===== config.mk =====
export PLATFORM = sky130hd
export DESIGN_NAME = lcdcd_decoder
export DESIGN_NICKNAME = d
export VERILOG_FILES = /design/src/lcdcd_pkg.sv /design/src/lcdcd_cal_mem.sv /design/src/lcdcd_decoder.sv
export SDC_FILE = /design/constraint.sdc
export NUM_CORES = 1
export LEC_CHECK = 0
export ABC_AREA = 1
export BUFFER_PORTS_ARGS = -buffer_cell sky130_fd_sc_hd__buf_2
export CORE_ASPECT_RATIO = 1.5
export CORE_MARGIN = 5
export CORE_UTILIZATION = 52
export DETAILED_ROUTE_END_ITERATION = 16
export GPL_ROUTABILITY_DRIVEN = 0
export PLACE_DENSITY = 0.77
export SYNTH_ARGS = -nofsm -noshare
export SYNTH_HDL_FRONTEND = slang
export SYNTH_SLANG_ARGS = --single-unit

===== constraint.sdc =====
create_clock -name core_clk_i -period 1.9 [get_ports core_clk_i]
set_input_delay 0.095 -clock core_clk_i [delete_from_list [all_inputs] [get_ports core_clk_i]]
set_output_delay 0.095 -clock core_clk_i [all_outputs]
set_load 0.02 [all_outputs]

===== src/lcdcd_pkg.sv =====
// Constants, opcodes and carrier types for the LCD command decoder.
// Assumes a single 25 MHz core clock domain.
package lcdcd_pkg;
    // ************************************************************
    // Timing
    // ************************************************************
    localparam int CLK_PERIOD_NS = 40;
    localparam int INIT_RESET_NS = 100;
    // Longest time rounds down, never below one cycle
    localparam int INIT_CYC_RAW = INIT_RESET_NS / CLK_PERIOD_NS;
    localparam int INIT_CYCLES = (INIT_CYC_RAW < 1) ? 1 : INIT_CYC_RAW;
    localparam logic [2:0] INIT_CNT_LAST = 3'(INIT_CYCLES - 1);
    localparam int CAL_WORDS = 4;
    localparam logic [1:0] CAL_LAST = 2'(CAL_WORDS - 1);
    localparam int CAL_WIDTH = 8;
    localparam logic [7:0] FRAME_DIV_BASE = 8'h40;

    // ************************************************************
    // Opcodes
    // ************************************************************
    localparam logic [7:0] OP_INIT = 8'h3a;
    localparam logic [7:0] OP_CAL_REFRESH = 8'hd0;
    localparam logic [5:0] OP_OSC_CTRL = 6'h33;
    localparam logic [5:0] OP_PUMP_CTRL = 6'h30;
    localparam logic [5:0] OP_TEMP_CTRL = 6'h32;
    localparam logic [5:0] OP_BIAS = 6'h31;
    localparam logic [6:0] OP_DISP_EN = 7'h1c;
    localparam logic [6:0] OP_TEMP_FILT = 7'h69;
    localparam logic [5:0] OP_INV_MODE = 6'h35;
    localparam logic [4:0] OP_MUX = 5'h00;
    localparam logic [5:0] OP_BANK = 6'h02;
    localparam logic [1:0] OP_PTR = 2'h2;
    localparam logic [2:0] OP_FRAME = 3'h3;
    localparam logic [3:0] OP_VPR_HI = 4'h4;
    localparam logic [3:0] OP_VPR_LO = 4'h5;
    localparam logic [4:0] OP_SLA = 5'h03;
    localparam logic [4:0] OP_SLB = 5'h04;
    localparam logic [4:0] OP_SLC = 5'h05;
    localparam logic [4:0] OP_SLD = 5'h06;

    // ************************************************************
    // Configuration carrier and reset values
    // ************************************************************
    typedef struct packed {
        logic clock_output_enable;
        logic oscillator_source_select;
        logic pump_enable;
        logic pump_multiplier_select;
        logic temp_compensation_enable;
        logic temp_measure_enable;
        logic [2:0] slope_a;
        logic [2:0] slope_b;
        logic [2:0] slope_c;
        logic [2:0] slope_d;
        logic [7:0] voltage_target;
        logic display_enable;
        logic [2:0] mux_mode;
        logic [1:0] bias_mode;
        logic [5:0] data_pointer;
        logic [4:0] frame_rate;
        logic input_bank_choice;
        logic output_bank_choice;
        logic inversion_mode_bit;
        logic temperature_filter_enable;
    } lcdcd_cfg_t;

    localparam lcdcd_cfg_t CFG_RESET = '{
        temp_compensation_enable: 1'b1,
        temp_measure_enable: 1'b1,
        default: '0
    };

    typedef struct packed {
        logic valid;
        logic register_select;
        logic [7:0] data;
    } lcdcd_byte_t;

    typedef enum logic [1:0] {
        ST_IDLE,
        ST_INIT,
        ST_CAL
    } lcdcd_state_t;
endpackage : lcdcd_pkg


===== src/lcdcd_cal_mem.sv =====
// Small calibration store read one word per cycle.
// Assumes contents are fixed at build time; read data registered.
`timescale 1ns/1ps
`default_nettype none
module lcdcd_cal_mem
    import lcdcd_pkg::*;
(
    input wire logic core_clk_i,
    input wire logic [1:0] addr_i,
    output logic [CAL_WIDTH-1:0] rdata_o
);
    // Factory trim values; arbitrary neutral contents
    function automatic logic [CAL_WIDTH-1:0] cal_word(input logic [1:0] a);
        case (a)
            2'h0: cal_word = 8'h80;
            2'h1: cal_word = 8'h40;
            2'h2: cal_word = 8'h20;
            default: cal_word = 8'h10;
        endcase
    endfunction : cal_word

    always_ff @(posedge core_clk_i) begin
        rdata_o <= cal_word(addr_i);
    end
endmodule : lcdcd_cal_mem
`default_nettype wire


===== src/lcdcd_decoder.sv =====
// Command decoder for a multiplexed LCD driver: opcode map, config, clock pin.
// Assumes bytes arrive already deframed on core_clk_i; clock pin is raw.
//
// What this block does
// Initialize byte resets every setting to default
// Initialize completes within 100 ns, no re-init
// Reload calibration at reset, initialize, refresh
// Host avoids power-down during calibration refresh
// Oscillator command: bit1 output, bit0 source
// Clock pin floats unless output enabled
// Source bit picks internal or external clock
// Clock output stays off after power-on
// Pump enable forces internal oscillator running
// Driven clock duty may be asymmetric
// Host keeps external clock running continuously
// Frame timing scales with selected clock
// Pump command: bit0 doubles or triples supply
// Pump bit1 enables internal voltage generation
// Select bit: zero command, one RAM data
// Host sends only defined opcodes
// Decode pointer load and frame-rate fields
// Route all other opcodes to config fields
`timescale 1ns/1ps
`default_nettype none
module lcdcd_decoder
    import lcdcd_pkg::*;
(
    input wire logic core_clk_i,
    input wire logic sys_rst_i,
    input wire logic byte_valid_i,
    input wire logic register_select_i,
    input wire logic [7:0] byte_data_i,
    input wire logic int_osc_clk_i,
    input wire logic clk_pin_i,
    output logic clk_pin_o,
    output logic clk_pin_oe_o,
    output logic int_osc_run_o,
    output logic frame_tick_o,
    output logic ram_we_o,
    output logic [5:0] ram_addr_o,
    output logic [7:0] ram_wdata_o,
    output logic cal_busy_o,
    output logic cal_load_o,
    output logic [1:0] cal_index_o,
    output logic [CAL_WIDTH-1:0] cal_data_o,
    output lcdcd_cfg_t cfg_o
);
    // ************************************************************
    // Input capture and pin synchronisers
    // ************************************************************
    lcdcd_byte_t in_byte;
    logic [1:0] int_sync;
    logic [1:0] ext_sync;
    logic sel_clk;
    logic sel_clk_d;
    lcdcd_state_t state;
    logic [2:0] init_cnt;
    logic [1:0] cal_addr;
    logic cal_rd_valid;
    logic [1:0] cal_rd_addr;
    logic [CAL_WIDTH-1:0] cal_rdata;
    logic [7:0] frame_cnt;
    logic is_cmd;
    logic init_hit;
    logic refresh_hit;

    assign in_byte = '{valid: byte_valid_i, register_select: register_select_i,
                       data: byte_data_i};
    assign is_cmd = in_byte.valid && !in_byte.register_select;
    assign init_hit = is_cmd && (in_byte.data == OP_INIT) && (state != ST_INIT);
    assign refresh_hit = is_cmd && (in_byte.data == OP_CAL_REFRESH);

    always_ff @(posedge core_clk_i) begin
        int_sync <= {int_sync[0], int_osc_clk_i};
        ext_sync <= {ext_sync[0], clk_pin_i};
    end

    // ************************************************************
    // Sequencer: initialize reset, then calibration reload
    // ************************************************************
    always_ff @(posedge core_clk_i) begin
        if (sys_rst_i) begin
            state <= ST_CAL;
            init_cnt <= '0;
            cal_addr <= '0;
        end else begin
            case (state)
                ST_IDLE: begin
                    if (init_hit) begin
                        state <= ST_INIT;
                        init_cnt <= '0;
                    end else if (refresh_hit) begin
                        state <= ST_CAL;
                        cal_addr <= '0;
                    end
                end
                ST_INIT: begin
                    if (init_cnt == INIT_CNT_LAST) begin
                        state <= ST_CAL;
                        cal_addr <= '0;
                    end else begin
                        init_cnt <= init_cnt + 3'h1;
                    end
                end
                default: begin
                    // An initialize must still win over a running reload
                    if (init_hit) begin
                        state <= ST_INIT;
                        init_cnt <= '0;
                    end else if (cal_addr == CAL_LAST) begin
                        state <= ST_IDLE;
                    end else begin
                        cal_addr <= cal_addr + 2'h1;
                    end
                end
            endcase
        end
    end

    lcdcd_cal_mem u_cal_mem (
        .core_clk_i(core_clk_i),
        .addr_i(cal_addr),
        .rdata_o(cal_rdata)
    );

    always_ff @(posedge core_clk_i) begin
        if (sys_rst_i) begin
            cal_rd_valid <= 1'b0;
            cal_rd_addr <= '0;
            cal_load_o <= 1'b0;
            cal_index_o <= '0;
            cal_data_o <= '0;
            cal_busy_o <= 1'b1;
        end else begin
            cal_rd_valid <= (state == ST_CAL);
            cal_rd_addr <= cal_addr;
            cal_load_o <= cal_rd_valid;
            cal_index_o <= cal_rd_addr;
            cal_data_o <= cal_rdata;
            // Busy covers the read pipeline so the host can wait on it
            cal_busy_o <= (state != ST_IDLE) || cal_rd_valid;
        end
    end

    // ************************************************************
    // Opcode decode into configuration
    // ************************************************************
    // Bytes arriving during the short init pulse are dropped; host must
    // not stream commands within 100 ns of an initialize.
    always_ff @(posedge core_clk_i) begin
        if (sys_rst_i || (state == ST_INIT)) begin
            cfg_o <= CFG_RESET;
        end else if (is_cmd) begin
            if (in_byte.data[7:2] == OP_OSC_CTRL) begin
                cfg_o.clock_output_enable <= in_byte.data[1];
                cfg_o.oscillator_source_select <= in_byte.data[0];
            end else if (in_byte.data[7:2] == OP_PUMP_CTRL) begin
                cfg_o.pump_enable <= in_byte.data[1];
                cfg_o.pump_multiplier_select <= in_byte.data[0];
            end else if (in_byte.data[7:2] == OP_TEMP_CTRL) begin
                cfg_o.temp_compensation_enable <= in_byte.data[1];
                cfg_o.temp_measure_enable <= in_byte.data[0];
            end else if (in_byte.data[7:2] == OP_BIAS) begin
                cfg_o.bias_mode <= in_byte.data[1:0];
            end else if (in_byte.data[7:1] == OP_TEMP_FILT) begin
                cfg_o.temperature_filter_enable <= in_byte.data[0];
            end else if (in_byte.data[7:2] == OP_INV_MODE) begin
                cfg_o.inversion_mode_bit <= in_byte.data[1];
            end else if (in_byte.data[7:1] == OP_DISP_EN) begin
                cfg_o.display_enable <= in_byte.data[0];
            end else if (in_byte.data[7:6] == OP_PTR) begin
                cfg_o.data_pointer <= in_byte.data[5:0];
            end else if (in_byte.data[7:5] == OP_FRAME) begin
                cfg_o.frame_rate <= in_byte.data[4:0];
            end else if (in_byte.data[7:4] == OP_VPR_HI) begin
                cfg_o.voltage_target[7:4] <= in_byte.data[3:0];
            end else if (in_byte.data[7:4] == OP_VPR_LO) begin
                cfg_o.voltage_target[3:0] <= in_byte.data[3:0];
            end else if (in_byte.data[7:3] == OP_SLA) begin
                cfg_o.slope_a <= in_byte.data[2:0];
            end else if (in_byte.data[7:3] == OP_SLB) begin
                cfg_o.slope_b <= in_byte.data[2:0];
            end else if (in_byte.data[7:3] == OP_SLC) begin
                cfg_o.slope_c <= in_byte.data[2:0];
            end else if (in_byte.data[7:3] == OP_SLD) begin
                cfg_o.slope_d <= in_byte.data[2:0];
            end else if (in_byte.data[7:3] == OP_MUX) begin
                cfg_o.mux_mode <= in_byte.data[2:0];
            end else if (in_byte.data[7:2] == OP_BANK) begin
                cfg_o.input_bank_choice <= in_byte.data[1];
                cfg_o.output_bank_choice <= in_byte.data[0];
            end
        end else if (ram_we_o) begin
            // Pointer advances after each stored data byte unless a command byte follows in the next cycle
            cfg_o.data_pointer <= cfg_o.data_pointer + 6'h01;
        end
    end

    // ************************************************************
    // Display RAM write path
    // ************************************************************
    always_ff @(posedge core_clk_i) begin
        if (sys_rst_i) begin
            ram_we_o <= 1'b0;
            ram_addr_o <= '0;
            ram_wdata_o <= '0;
        end else begin
            ram_we_o <= in_byte.valid && in_byte.register_select
                        && (state != ST_INIT);
            ram_addr_o <= cfg_o.data_pointer;
            ram_wdata_o <= in_byte.data;
        end
    end

    // ************************************************************
    // Clock selection, pin drive and frame timing
    // ************************************************************
    always_ff @(posedge core_clk_i) begin
        if (sys_rst_i) begin
            sel_clk <= 1'b0;
            sel_clk_d <= 1'b0;
            clk_pin_o <= 1'b0;
            clk_pin_oe_o <= 1'b0;
            int_osc_run_o <= 1'b1;
            frame_cnt <= '0;
            frame_tick_o <= 1'b0;
        end else begin
            sel_clk <= cfg_o.oscillator_source_select ? ext_sync[1] : int_sync[1];
            sel_clk_d <= sel_clk;
            // Pin only drives the internal clock; duty follows the osc as is
            clk_pin_o <= int_sync[1];
            clk_pin_oe_o <= cfg_o.clock_output_enable
                            && !cfg_o.oscillator_source_select;
            int_osc_run_o <= !cfg_o.oscillator_source_select
                             || cfg_o.pump_enable;
            frame_tick_o <= 1'b0;
            if (sel_clk && !sel_clk_d) begin
                // Fixed edge count: frame rate tracks the clock rate
                if (frame_cnt >= FRAME_DIV_BASE + {3'h0, cfg_o.frame_rate}) begin
                    frame_cnt <= '0;
                    frame_tick_o <= 1'b1;
                end else begin
                    frame_cnt <= frame_cnt + 8'h01;
                end
            end
        end
    end
endmodule : lcdcd_decoder
`default_nettype wire


==> results.cfg <==
[floorplanning]
core.rowCount = 39
num_io_pins = 92
start_util_pct = 52.97
die-height_um = 117.5
die_w_um = 81.67
core_um2 = 7564
dieArea_um2 = 9596

[sta]
slew_headroom_pct = 66.80
fin_skew_ns = 0.005279
setup_viol = 0
finalCriticalPeriod_ns = 1.738
drv_slew = 0
hold_viol = 0
finalSetupTns_ns = 0
max_freq_mhz = 575.3
fin_hold_ws_ns = 0.06454
rsz0062_at_grt = false
post-route-period-util_pct = 91.48
worst_pin_slew_ns = 0.4953

[place]
hpwl_um = 7148
portBuffers = 87
dpl_cell_area_um2 = 4509

[global_routing]
antenna_found_initial = 0
grt_pass1_wl_um = 16010
first_global_vias = 3436
grt_max_degree = 30
grtUsageTotal_pct = 21.43
gr-total-overflow = 0

[drt]
routed_wirelength_um = 9743
routedWlPerCell_um = 13.94
drc = 0
drt_iter0_markers = 198
routed_via_density = 5.127
first_pass_iters = 5
ant_nets = 0
vias = 3584

[cts]
root_buffer = clkbuf_16
cts_buffers = 9
clk_pin_slew_ns = 0.07
cts_num_sinks = 102
cts_tree = done
cts_resized = 0
clk_path_buf_depth = 2
cts-hold-fix-buffers = 4
cts_post_setup_buffers_inserted = 0
cts_htree_levels = 3
insertion_delay_ns = 0.35

[synth]
yosysMostFrequentCell = dfxtp_1
seq_area_frac_synth_pct = 50.97
synth_area_leaders = dfxtp_1 (51%), nor2_1 (7.0%), a21oi_1 (6.4%)
synth_seq_cells = 102
syn_area_um2 = 4006
synth.largest_area_cell = dfxtp_1
yosysWarnings = 0
synthCells = 502
synth.distinct_cells = 31
synth_flop_cell = dfxtp_1
synth_common_cells = dfxtp_1 (102), nor2_1 (75), nand2_1 (61), inv_1 (57), a21oi_1 (51)
synth_edf_count = 0
syn_avg_cell_area_um2 = 7.981
synth_top_area_share_pct = 50.97
async_flop_share_pct = 0

[layout]
design_area_um2 = 4850
drive_gt1_share_pct = 21.78
diodes = 0
nets = 619
fill_cells = 637
syn_to_final_growth_pct = 21.05
fin_util_pct = 64.12

[setup_path]
criticalPathCategory = in -> reg
start_kind = input port
cp.arrival_ns = 1.97
cp-end-kind = flop
path_max_fanout = 12
critical_path_required_ns = 2.13

[run]
drv_cap = 0

[power]
power.leakage_uw = 0.002318
power_uw = 4650
ir_worst_vdd_uv = 580.7
power_density_nw_per_um2 = 958.8

[hold_path]
hold_class = in -> reg

[run_status]
outcome = complete, no violations
-- final cells by class --
cell class	instances	area, µm²	area share [%]
multi-input cells	321	1634	33.69
well taps	102	127.6	2.632
clock inverters	6	71.32	1.471
clock buffers	10	229.0	4.721
flip-flops and latches	102	2042	42.11
inverters	62	232.7	4.799
repair buffers	96	513.0	10.58
-- worst max-delay path, stage by stage --
cell	delay (ns)
dlygate4sd3_1	0.53
buf_2	0.13
inv_1	0.06
nand2_2	0.05
inv_1	0.30
nand2_2	0.18
nor2_4	0.17
nand2_1	0.14
o21ai_0	0.25
nor2_1	0.07
-- report_power, final --
| group | internal [µW] | total, µW | switching [µW] | leakage, µW |
|---|---|---|---|---|
| clock network | 1030 | 1830 | 798 | 0.000139 |
| logic | 156 | 497 | 341 | 0.00135 |
| registers | 2270 | 2320 | 56.1 | 0.000831 |
| total | 3450 | 4650 | 1200 | 0.00232 |
-- cell usage in the layout, fill, tap and decap left out, types with 2 or more instances in the layout --
master         instances
o21ai_0               45
nand2_1               61
buf_2                 87
nand4_1                6
nand3_1               27
ha_1                  13
nand2_2                6
nor2_1                75
nor2_2                 4
dfxtp_1              102
clkbuf_16              9
xnor2_1                2
nor2_4                 2
dlygate4sd3_1          4
inv_1                 57
clkinvlp_4             2
buf_4                  5
a21oi_1               51
conb_1                 4
nor3_2                 3
nor3_1                 8
clkinv_4               2
xor2_1                 6
inv_2                  4
-- logic make-up after synthesis --
logic type               after synthesis  share of synthesized area, %
flip-flops                           102                         50.97
XOR/XNOR                               8                         1.749
buffers and inverters                 82                         8.526
adder cells (fa/ha/maj)               13                         4.060
AND/OR/NAND/NOR                      196                         21.80
other                                  1                       0.09360
AO/OA/AOI/OAI                         99                         12.55
multiplexers                           1                        0.2499
-- per-stage QoR --
step / setup WS (ns) / cells
floorplan: 0.4258 / 505
global placement: 0.3963 / 679
detailed placement: 0.3339 / 679
CTS: 0.1968 / 699
global route: 0.02007 / 699
finish: 0.1619 / 699
-- path summary, 6_finish.rpt --
| check | from | endpoint | slack [ns] | cells after the start |
|---|---|---|---|---|
| max | register_select_i | cfg_o[38] | 0.16 | 10 |
| min | byte_data_i[6] | ram_wdata_o[6] | 0.06 | 3 |
| max reg2reg | cfg_o[7] | frame_cnt[4] | 0.31 | 9 |
| min reg2reg | ext_sync[0] | ext_sync[1] | 0.33 | 0 |
-- routing by layer --
metal	vias to the layer above	global-route usage, %	wire, µm
met5	-	0	0
met4	0	8.732	251
met3	26	5.972	623
met2	138	37.81	5139
met1	1629	23.35	3728
li1	1791	-	-
-- sequential cells by signal, indices dropped and copies added, names as in the netlist --
register           count
sel_clk_d              1
frame_tick_o           1
int_osc_run_o          1
cfg_o                 47
cal_rd_addr            2
u_cal_mem.rdata_o      4
clk_pin_o              1
ram_we_o               1
sel_clk                1
cal_index_o            2
ext_sync               2
int_sync               2
cal_data_o             4
cal_addr               2
frame_cnt              8
cal_load_o             1
clk_pin_oe_o           1
cal_rd_valid           1
cal_busy_o             1
state                  2
init_cnt               3
ram_wdata_o            8
ram_addr_o             6
Power figures use the tool's default switching activity.
